### src/sbl_defines.svh
`ifndef SBL_DEFINES_SVH
`define SBL_DEFINES_SVH
// ====================
// Clock and timing
`define SBL_CLK_HZ 40000000
`define SBL_READY_STATES 20'd100
`define SBL_LOW_BITS 21'd9
`define SBL_ROUND_HALF 21'd4
// ====================
// Handshake bytes
`define SBL_ALIGN_DONE_BYTE 8'h00
`define SBL_HOST_ACK_BYTE 8'h55
// ====================
// Address map of the boot RAM windows
`define SBL_WIN_SIZE 12'hc00
`define SBL_WORK_SIZE 24'h0003f0
`define SBL_WORK_LO_M57 24'h0fef10
`define SBL_WORK_LO_M6 24'hffef10
`define SBL_WIN_LO_M57 24'h0ff300
`define SBL_WIN_LO_M6 24'hfff300
`define SBL_JUMP_M56 24'h0ff300
`define SBL_JUMP_M7 24'hfff300
`define SBL_MODE6 2'h2
`define SBL_MODE7 2'h3
// ====================
// Register offsets
`define SBL_STATUS_OFS 8'h00
`define SBL_DIV_OFS 8'h04
`define SBL_LEN_OFS 8'h08
`define SBL_SERCTL_OFS 8'h0c
`define SBL_WDTCTL_OFS 8'h10
// ====================
// Field positions and reset values
`define SBL_ST_LATCH_BIT 4
`define SBL_ST_UPM_BIT 7
`define SBL_ST_ERS_BIT 8
`define SBL_LEN_RST 12'hc00
`define SBL_RESP_OKAY 2'h0
`define SBL_RESP_SLVERR 2'h2
`endif

### src/sbl_pkg.sv
package sbl_pkg;
	// ====================
	// Loader sequence, Gray coded along the boot path
	typedef enum logic [3:0] {
		S_CAPT = 4'h0, S_WAIT = 4'h1, S_IDLE = 4'h3, S_MEAS = 4'h2,
		S_TXZ = 4'h6, S_W55 = 4'h7, S_CHK = 4'h5, S_ERS = 4'h4,
		S_LOAD = 4'hc, S_HAND = 4'hd, S_USER = 4'hf
	} sbl_state_t;

	typedef struct packed {
		logic we;
		logic [23:0] addr;
		logic [7:0] data;
	} sbl_ram_t;

	typedef struct packed {
		sbl_state_t st;
		logic latched;
		logic [1:0] mode;
		logic [19:0] cnt;
		logic [19:0] div;
		logic re, te, tdir, tout, txd;
		logic oe;
		logic tbusy;
		logic [3:0] tbit;
		logic [19:0] tcnt;
		logic [9:0] tsh;
		logic rbusy, rdone;
		logic [3:0] rbit;
		logic [19:0] rcnt;
		logic [7:0] rsh;
		logic [11:0] lcnt, llen;
		logic watchdog_reset_out_enable, wdto, upm;
		logic chk, ers, jump;
		logic [23:0] jaddr;
		sbl_ram_t ram;
		logic awr, wr, arr, awg, wg, bv, rv;
		logic [1:0] bresp, rresp;
		logic [7:0] awa;
		logic [31:0] wd, rd;
		logic [3:0] ws;
	} sbl_st_t;
endpackage : sbl_pkg

### src/sbl_loader.sv
// Function
// - Time low period of first boot character
// - Low period spans nine bits, set rate
// - Send one zero byte when aligned
// - Clock range limits alignment accuracy
// - Boot work RAM region kept reserved
// - Download into 0xC00-byte RAM window
// - Wait 100 clocks before measuring
// - Erase flash unless all blank
// - Disable serial, keep divisor at handover
// - Transmit pin driven high at handover
// - Latch boot state until external reset
// - Watchdog reset keeps boot latch, restarts
// - User program mode from mode and supply
// - Mask watchdog reset output under 12 V
// - No flash reads during erase
// - Jump to mode dependent RAM start
`include "sbl_defines.svh"
module sbl_loader #(
	parameter int ADDR_W = 8
) (
	input wire logic aclk,
	input wire logic aresetn,
	input wire logic [ADDR_W-1:0] s_axi_awaddr,
	input wire logic s_axi_awvalid,
	output logic s_axi_awready,
	input wire logic [31:0] s_axi_wdata,
	input wire logic [3:0] s_axi_wstrb,
	input wire logic s_axi_wvalid,
	output logic s_axi_wready,
	output logic [1:0] s_axi_bresp,
	output logic s_axi_bvalid,
	input wire logic s_axi_bready,
	input wire logic [ADDR_W-1:0] s_axi_araddr,
	input wire logic s_axi_arvalid,
	output logic s_axi_arready,
	output logic [31:0] s_axi_rdata,
	output logic [1:0] s_axi_rresp,
	output logic s_axi_rvalid,
	input wire logic s_axi_rready,
	input wire logic boot_serial_rx,
	output logic boot_serial_tx,
	output logic boot_serial_tx_oe,
	input wire logic mode_select_pin_two_hv,
	input wire logic [1:0] mode_pins_low,
	input wire logic vpp_hv,
	input wire logic wdt_overflow,
	output logic wdt_reset_out,
	output logic flash_check_req,
	input wire logic flash_check_done,
	input wire logic flash_is_blank,
	output logic flash_erase_req,
	input wire logic flash_erase_done,
	output sbl_pkg::sbl_ram_t ram_wr,
	output logic jump_req,
	output logic [23:0] jump_addr,
	output logic user_prog_mode,
	output logic boot_active
);
	sbl_pkg::sbl_st_t r, n;

	// ====================
	// Helpers
	function automatic logic [19:0] div9(input logic [19:0] c);
		logic [20:0] s;
		s = {1'b0, c} + `SBL_ROUND_HALF;
		s = s / `SBL_LOW_BITS;
		if (s == 21'h0) begin
			s = 21'h1;
		end
		return 20'(s - 21'h1);
	endfunction : div9

	function automatic logic [23:0] win_base(input logic [1:0] m);
		return (m == `SBL_MODE6) ? `SBL_WIN_LO_M6 : `SBL_WIN_LO_M57;
	endfunction : win_base

	function automatic logic [33:0] rdec(input logic [7:0] a, input sbl_pkg::sbl_st_t s);
		logic [31:0] d;
		d = 32'h0;
		d[3:0] = s.st;
		d[`SBL_ST_LATCH_BIT] = s.latched;
		d[6:5] = s.mode;
		d[`SBL_ST_UPM_BIT] = s.upm;
		d[`SBL_ST_ERS_BIT] = s.ers;
		unique case (a)
			`SBL_STATUS_OFS: return {`SBL_RESP_OKAY, d};
			`SBL_DIV_OFS: return {`SBL_RESP_OKAY, 12'h0, s.div};
			`SBL_LEN_OFS: return {`SBL_RESP_OKAY, 20'h0, s.llen};
			`SBL_SERCTL_OFS: return {`SBL_RESP_OKAY, 28'h0, s.tout, s.tdir, s.te, s.re};
			`SBL_WDTCTL_OFS: return {`SBL_RESP_OKAY, 31'h0, s.watchdog_reset_out_enable};
			default: return {`SBL_RESP_SLVERR, 32'h0};
		endcase
	endfunction : rdec

	// ====================
	// Next state
	always_comb begin
		logic [11:0] len;
		len = 12'h0;
		n = r;
		n.ram.we = 1'b0;
		n.jump = 1'b0;
		n.rdone = 1'b0;
		// Transmitter: start bit, eight data, stop
		if (r.tbusy) begin
			if (r.tcnt == r.div) begin
				n.tcnt = 20'h0;
				n.tsh = {1'b1, r.tsh[9:1]};
				n.tbit = r.tbit + 4'h1;
				if (r.tbit == 4'h9) begin
					n.tbusy = 1'b0;
				end
			end else begin
				n.tcnt = r.tcnt + 20'h1;
			end
		end
		// Receiver samples at mid bit; a bad stop bit drops the byte
		if (!r.rbusy) begin
			if (r.re && !boot_serial_rx && (r.st == sbl_pkg::S_W55 || r.st == sbl_pkg::S_LOAD)) begin
				n.rbusy = 1'b1;
				n.rbit = 4'h0;
				n.rcnt = {1'b0, r.div[19:1]};
			end
		end else if (r.rcnt != 20'h0) begin
			n.rcnt = r.rcnt - 20'h1;
		end else begin
			n.rcnt = r.div;
			n.rbit = r.rbit + 4'h1;
			if (r.rbit == 4'h0) begin
				n.rbusy = !boot_serial_rx;
			end else if (r.rbit <= 4'h8) begin
				n.rsh = {boot_serial_rx, r.rsh[7:1]};
			end else begin
				n.rbusy = 1'b0;
				n.rdone = boot_serial_rx;
			end
		end
		unique case (r.st)
			sbl_pkg::S_CAPT: begin
				// Straps are caught here, after release, not inside reset
				n.latched = mode_select_pin_two_hv && vpp_hv && (mode_pins_low != 2'h0);
				n.mode = mode_pins_low;
				n.st = n.latched ? sbl_pkg::S_WAIT : sbl_pkg::S_USER;
			end
			sbl_pkg::S_WAIT: begin
				n.cnt = r.cnt + 20'h1;
				if (r.cnt == `SBL_READY_STATES - 20'h1) begin
					n.st = sbl_pkg::S_IDLE;
					n.re = 1'b1;
					n.te = 1'b1;
				end
			end
			sbl_pkg::S_IDLE: begin
				if (!boot_serial_rx) begin
					n.st = sbl_pkg::S_MEAS;
					n.cnt = 20'h1;
				end
			end
			sbl_pkg::S_MEAS: begin
				if (!boot_serial_rx) begin
					if (r.cnt != 20'hfffff) begin
						n.cnt = r.cnt + 20'h1;
					end
				end else begin
					// Accuracy is only as good as cycles per bit allow
					n.div = div9(r.cnt);
					n.st = sbl_pkg::S_TXZ;
					n.tbusy = 1'b1;
					n.tbit = 4'h0;
					n.tcnt = 20'h0;
					n.tsh = {1'b1, `SBL_ALIGN_DONE_BYTE, 1'b0};
				end
			end
			sbl_pkg::S_TXZ: begin
				if (!r.tbusy) begin
					n.st = sbl_pkg::S_W55;
				end
			end
			sbl_pkg::S_W55: begin
				// Anything but the ack is ignored; the host resets on failure
				if (r.rdone && r.rsh == `SBL_HOST_ACK_BYTE) begin
					n.st = sbl_pkg::S_CHK;
					n.chk = 1'b1;
				end
			end
			sbl_pkg::S_CHK: begin
				if (flash_check_done) begin
					n.chk = 1'b0;
					n.lcnt = 12'h0;
					n.ers = !flash_is_blank;
					n.st = flash_is_blank ? sbl_pkg::S_LOAD : sbl_pkg::S_ERS;
				end
			end
			sbl_pkg::S_ERS: begin
				if (flash_erase_done) begin
					n.ers = 1'b0;
					n.st = sbl_pkg::S_LOAD;
				end
			end
			sbl_pkg::S_LOAD: begin
				if (r.rdone) begin
					n.ram.we = 1'b1;
					n.ram.addr = win_base(r.mode) + 24'(r.lcnt);
					n.ram.data = r.rsh;
					n.lcnt = r.lcnt + 12'h1;
					if (r.lcnt == r.llen - 12'h1) begin
						n.st = sbl_pkg::S_HAND;
					end
				end
			end
			sbl_pkg::S_HAND: begin
				n.re = 1'b0;
				n.te = 1'b0;
				n.tdir = 1'b1;
				n.tout = 1'b1;
				n.jump = 1'b1;
				n.jaddr = (r.mode == `SBL_MODE7) ? `SBL_JUMP_M7 : `SBL_JUMP_M56;
				n.st = sbl_pkg::S_USER;
			end
			sbl_pkg::S_USER: begin
				n.st = sbl_pkg::S_USER;
			end
			default: begin
				n.st = sbl_pkg::S_CAPT;
			end
		endcase
		// Watchdog restart keeps the boot latch whatever the pins say
		if (wdt_overflow && r.latched) begin
			n.st = sbl_pkg::S_WAIT;
			n.cnt = 20'h0;
			n.tbusy = 1'b0;
			n.rbusy = 1'b0;
			n.chk = 1'b0;
			n.ers = 1'b0;
			n.re = 1'b0;
			n.te = 1'b0;
			n.tdir = 1'b0;
			n.tout = 1'b0;
		end
		n.upm = vpp_hv && !mode_select_pin_two_hv && (mode_pins_low != 2'h0);
		n.wdto = wdt_overflow && r.watchdog_reset_out_enable && !vpp_hv;
		n.txd = n.te ? (n.tbusy ? n.tsh[0] : 1'b1) : n.tout;
		n.oe = n.te | n.tdir;
		// ====================
		// AXI4-Lite slave, one write and one read at a time
		if (s_axi_awvalid && r.awr) begin
			n.awg = 1'b1;
			n.awa = 8'(s_axi_awaddr);
		end
		if (s_axi_wvalid && r.wr) begin
			n.wg = 1'b1;
			n.wd = s_axi_wdata;
			n.ws = s_axi_wstrb;
		end
		if (r.awg && r.wg && !r.bv) begin
			n.awg = 1'b0;
			n.wg = 1'b0;
			n.bv = 1'b1;
			n.bresp = `SBL_RESP_OKAY;
			unique case (r.awa)
				`SBL_LEN_OFS: begin
					len = r.llen;
					if (r.ws[0]) begin
						len[7:0] = r.wd[7:0];
					end
					if (r.ws[1]) begin
						len[11:8] = r.wd[11:8];
					end
					// Window size bounds the download
					n.llen = (len == 12'h0 || len > `SBL_WIN_SIZE) ? `SBL_WIN_SIZE : len;
				end
				`SBL_WDTCTL_OFS: begin
					if (r.ws[0]) begin
						n.watchdog_reset_out_enable = r.wd[0];
					end
				end
				`SBL_STATUS_OFS, `SBL_DIV_OFS, `SBL_SERCTL_OFS: begin
					n.bresp = `SBL_RESP_OKAY;
				end
				default: begin
					n.bresp = `SBL_RESP_SLVERR;
				end
			endcase
		end
		if (r.bv && s_axi_bready) begin
			n.bv = 1'b0;
		end
		n.awr = !n.awg && !n.bv;
		n.wr = !n.wg && !n.bv;
		if (s_axi_arvalid && r.arr) begin
			n.rv = 1'b1;
			{n.rresp, n.rd} = rdec(8'(s_axi_araddr), r);
		end
		if (r.rv && s_axi_rready) begin
			n.rv = 1'b0;
		end
		n.arr = !n.rv;
	end

	always_ff @(posedge aclk) begin
		if (!aresetn) begin
			r <= '0;
			r.st <= sbl_pkg::S_CAPT;
			r.txd <= 1'b1;
			r.llen <= `SBL_LEN_RST;
			r.awr <= 1'b1;
			r.wr <= 1'b1;
			r.arr <= 1'b1;
		end else begin
			r <= n;
		end
	end

	// ====================
	// Outputs
	assign s_axi_awready = r.awr;
	assign s_axi_wready = r.wr;
	assign s_axi_bvalid = r.bv;
	assign s_axi_bresp = r.bresp;
	assign s_axi_arready = r.arr;
	assign s_axi_rvalid = r.rv;
	assign s_axi_rdata = r.rd;
	assign s_axi_rresp = r.rresp;
	assign boot_serial_tx = r.txd;
	assign boot_serial_tx_oe = r.oe;
	assign wdt_reset_out = r.wdto;
	assign flash_check_req = r.chk;
	assign flash_erase_req = r.ers;
	assign ram_wr = r.ram;
	assign jump_req = r.jump;
	assign jump_addr = r.jaddr;
	assign user_prog_mode = r.upm;
	assign boot_active = r.latched;

	// ====================
	// Checks
	chk_ready_wait: assert property (@(posedge aclk) disable iff (!aresetn)
		$rose(r.st == sbl_pkg::S_IDLE) |-> $past(r.cnt) == `SBL_READY_STATES - 20'h1)
		else $error("measurement armed early");
	chk_meas_start: assert property (@(posedge aclk) disable iff (!aresetn)
		(r.st == sbl_pkg::S_IDLE && !boot_serial_rx && !wdt_overflow) |=> r.st == sbl_pkg::S_MEAS)
		else $error("low period not timed");
	chk_div_round: assert property (@(posedge aclk) disable iff (!aresetn)
		(r.st == sbl_pkg::S_MEAS && boot_serial_rx && !wdt_overflow) |=> r.div == div9($past(r.cnt)))
		else $error("divisor not count over nine");
	chk_zero_byte: assert property (@(posedge aclk) disable iff (!aresetn)
		(r.st == sbl_pkg::S_TXZ && r.tbusy && r.tbit <= 4'h8) |-> !boot_serial_tx)
		else $error("alignment byte not zero");
	chk_erase_dirty: assert property (@(posedge aclk) disable iff (!aresetn)
		(r.st == sbl_pkg::S_CHK && flash_check_done && !flash_is_blank && !wdt_overflow)
		|=> (r.st == sbl_pkg::S_ERS && flash_erase_req))
		else $error("dirty flash not erased");
	chk_ram_window: assert property (@(posedge aclk) disable iff (!aresetn)
		ram_wr.we |-> (ram_wr.addr >= win_base(r.mode)
		&& ram_wr.addr < win_base(r.mode) + 24'(`SBL_WIN_SIZE)))
		else $error("download outside window");
	chk_hand_serial: assert property (@(posedge aclk) disable iff (!aresetn)
		jump_req |-> (!r.re && !r.te && $stable(r.div) && boot_serial_tx && r.tdir))
		else $error("handover pin state wrong");
	chk_jump_addr: assert property (@(posedge aclk) disable iff (!aresetn)
		jump_req |-> jump_addr == ((r.mode == `SBL_MODE7) ? `SBL_JUMP_M7 : `SBL_JUMP_M56))
		else $error("wrong jump address");
	chk_latch_hold: assert property (@(posedge aclk) disable iff (!aresetn)
		(r.latched && r.st != sbl_pkg::S_CAPT) |=> r.latched)
		else $error("boot latch lost");
	chk_wdt_mask: assert property (@(posedge aclk) disable iff (!aresetn)
		vpp_hv |=> !wdt_reset_out)
		else $error("watchdog reset under 12 V");
endmodule : sbl_loader

### config.mk
export PLATFORM = sky130hd
export DESIGN_NAME = sbl_loader
export DESIGN_NICKNAME = d
export VERILOG_FILES = /design/src/sbl_pkg.sv /design/src/sbl_loader.sv
export VERILOG_INCLUDE_DIRS = /design/src
export SDC_FILE = /design/constraint.sdc
export NUM_CORES = 1
export LEC_CHECK = 0
export BUFFER_PORTS_ARGS = -buffer_cell sky130_fd_sc_hd__buf_2
export CAP_MARGIN = 30
export CORE_ASPECT_RATIO = 1.4
export CORE_MARGIN = 8
export CORE_UTILIZATION = 40
export CTS_CLUSTER_SIZE = 25
export DETAILED_ROUTE_END_ITERATION = 16
export PLACE_DENSITY = 0.56
export SKIP_LAST_GASP = 1
export SYNTH_ARGS = -nofsm -noshare
export SYNTH_HDL_FRONTEND = slang
export SYNTH_SLANG_ARGS = --single-unit
### constraint.sdc
create_clock -name aclk -period 14.1 [get_ports aclk]
set_clock_uncertainty 0.2 [all_clocks]
set_input_delay 2.115 -clock aclk [delete_from_list [all_inputs] [get_ports aclk]]
set_output_delay 2.115 -clock aclk [all_outputs]
set_load 0.1 [all_outputs]
==> run summary <==
The number of setup violations in the final report is 0, and the total cell area at the placement stage is 0.0155 mm2. TritonCTS built the clock tree. The run gives 0 as the residual overflow from global routing. Once layout is complete, the cells apart from fillers number 2464. The transition time of the tightest slew-check pin was 0.951 ns.

The filler cells instantiated in the layout total 3935. The final layout contains 2057 nets. Averaged over all synthesized cells, the footprint is 7.73 um2.

Clock-pin slew was measured on the worst setup and hold paths at 0.06 ns. The mux contribution to synthesized area was 2.93%. The count of standard-cell rows came out at 85. The run gives 40.2% as the initial standard-cell utilization of the core. The logs give 13485 for the via count of the first global-routing pass and 1.16 ns for the worst setup slack after layout. For this block, the routed nets add up to 44.0 mm of wire.

Gates resized during post-CTS repair numbered 0. The main combinational cell family by area after synthesis was simple AND/OR/NAND/NOR gates. Setup repair after global routing left no endpoint under its margin.

The biggest area contributor in the post-synthesis netlist is dfxtp_1. The run gives 0 as the post-CTS setup repair buffer count. The routed design could run at a clock period as short as 12.94 ns.

For the worst-skew pair, the clock arrives at the later sink with an insertion delay of 0.53 ns. The post-synthesis compound-gate area fraction is 23.0%, and the overall global routing resource usage is 18.9%. Headroom to the max-slew limit came out at 36.4%.

After routing, the total negative slack on setup checks comes to 0 ns. The tools report the H-tree depth reported by CTS as 1. The run gives 24 as the TritonCTS buffer count. The most used flip-flop cell after synthesis is dfxtp_1. Data on the critical path arrives at its endpoint at 13.12 ns. Synthesis instantiated 117 different standard cells from the library. In this run the deepest clock path goes through 3 buffers. The share of flip-flops with an asynchronous set or reset after synthesis is 0%. The maximum single-stage delay on the critical path was 0.73 ns; the number of instances in the synthesized netlist was 1983.

Of the available clock period, the critical path in the final layout requires 91.8%. The flow ran to the end, and the final reports show no timing, DRC or antenna violations. The number of flops mapped to enable cells by yosys was 0; the core area was 0.0381 mm2. Max-cap violations in this run came to 0. Final count of pins violating max slew: 0. Critical path capture point type: a flip-flop. The highest fanout seen on the critical path was 16; the data required time of the worst path was 14.28 ns.

After detailed placement, the design holds a cell count of 2419. After clock tree synthesis, the flow added hold-fix buffers numbering 0. The standard cell with the maximum stage delay on the critical path is dfxtp_1. The run gives 0.0164 mm2 as the summed area of non-filler cells in the final layout.

The count of nets left with antenna violations once routing finished came out at 0. After Yosys synthesis, XOR and XNOR cells account for 7.24% of the synthesized area. For the sequential-to-total area share from yosys stat, the log shows 30.4%.

After detailed routing, the number of vias per cell comes to 5.74. In this run the count of I/O pins placed on the die edge is 174. Cell with the most instances after synthesis: nand2_1. The classification of the worst setup path is reg2reg. The synthesized netlist occupies a cell area of 0.0153 mm2.

The logs give 5 for the first-pass iteration count of the detailed router and 14135 for the overall via count from detail_route. The wire length of the first global-routing pass was 70.9 mm; the area fraction of the dominant cell type after synthesis was 30.4%. The x dimension of the die came out at 181 um.

Cells with a size suffix above 1 make up 12.6% of the layout. Routability-driven placement finished with a final weighted congestion of 0.883. The maximum achievable frequency came out at 77.3 MHz. The number of diodes is 0, and the largest net degree at the start of global routing is 70. After the first detailed-routing iteration, the DRC count stood at 904.

The adder and majority cell fraction of the synthesized area is 1.85%, and the overall power is 1.60 mW. For the number of failing hold endpoints at the final stage, the log shows 0. The worst slack at placement came out at 1.25 ns. For this run, the number of Yosys warnings is 0. For the initial antenna violation count, the log shows 0. Synthesis inferred 233 register bits. Detailed placement finished with a half-perimeter wire length of 33.1 mm. VDD sags by at most 0.0792 mV. By area the synthesized netlist is led by dfxtp_1 (30%), nand2_1 (6.1%), nor2_1 (5.6%).

The die covers 0.0449 mm2. The layout overhead on the synthesized area is 6.81%. Dividing total power by cell area gives a power density of 98.0 mW/mm2.

The analysis attributes to cell leakage a power of 6.38 nW. Port buffering added 127 buffers. The die is 248 um tall. For this run, design rule violations remaining after detail routing come to 0. The worst hold path belongs to the class reg2reg.

The tree built by TritonCTS fans out to 233 sinks. In the final routed layout, each cell accounts on average for 17.9 um. CTS placed an instance of clkbuf_16 at the clock tree root.

Basic-gate share of the synthesized area counting and, or, nand and nor cells: 25.9%. STA classifies the critical path startpoint as a flip-flop. By count the netlist is led by nand2_1 (248), dfxtp_1 (233), nor2_1 (228).
-- worst max-delay path, delay by kind of cell, from the launching register on --
family	cells	cell delay (ns)
AO/OA/AOI/OAI	18	6.64
XOR/XNOR	1	0.14
adder cells (fa/ha/maj)	3	1.08
buffers and inverters	1	0.08
flip-flops	1	0.73
AND/OR/NAND/NOR	15	3.86
-- sequential cells by signal, indices dropped and copies added (netlist names), 2 cells and up --
signal,count
s_axi_rdata,20
jump_addr,2
ram_wr,28
r,168
-- cell usage in the layout (no fill, tap or decap), types with 26 or more instances in the layout --
cell type  count
nand2_1      248
dfxtp_1      233
nor2_1       228
a21oi_1      143
buf_2        127
o21ai_0       79
nand3_1       78
xor2_1        71
xnor2_1       52
nor3_1        45
a211oi_1      43
mux2i_1       37
nand4_1       32
inv_1         31
a31oi_1       26
-- path summary, 6_finish.rpt --
path,slack (ns),start,cells after the start,end
setup / recovery,1.16,r[271],38,r[263]
setup reg to reg,1.16,r[271],38,r[263]
hold / removal,0.25,s_axi_rdata[15],2,s_axi_rdata[15]
hold reg to reg,0.25,s_axi_rdata[15],2,s_axi_rdata[15]
-- power breakdown --
part           switching [mW]  internal, mW
registers              0.0430         0.680
logic                   0.177        0.0689
clock network           0.272         0.363
total                   0.492          1.11
-- per-stage QoR --
step	hold slack, ns	utilization (%)
6_report	0.250	43.0
3_3_place_gp	0.236	40.8
3_5_place_dp	0.243	40.8
2_1_floorplan	0.231	-
5_1_grt	0.271	43.0
4_1_cts	0.253	42.9
-- per-layer routing --
metal / GRT usage, % / share of wire, % / vias to the layer above
met5: 0 / 0 / -
met4: 6.65 / 3.2 / 0
met3: 2.17 / 4.1 / 81
met2: 36.2 / 52 / 352
met1: 21.2 / 41 / 6702
li1: - / - / 7000
-- area by class of cell --
class / instances / area (um2) / area share, %
Sequential cell: 233 / 4660 / 28.5
Clock buffer: 37 / 741 / 4.53
Multi-Input combinational cell: 1536 / 9430 / 57.6
Clock inverter: 7 / 46.3 / 0.283
Timing Repair Buffer: 141 / 761 / 4.65
Tap cell: 478 / 598 / 3.65
Inverter: 32 / 123 / 0.749
-- logic make-up after synthesis --
kind of cell | Yosys count
DFF | 233
AOI/OAI and AO/OA | 507
buffers and inverters | 237
adders and majority gates | 23
other | 1
xor gates and xnor gates | 125
muxes | 43
and+or+nand+nor | 814
(Power assumes the default switching activity.)
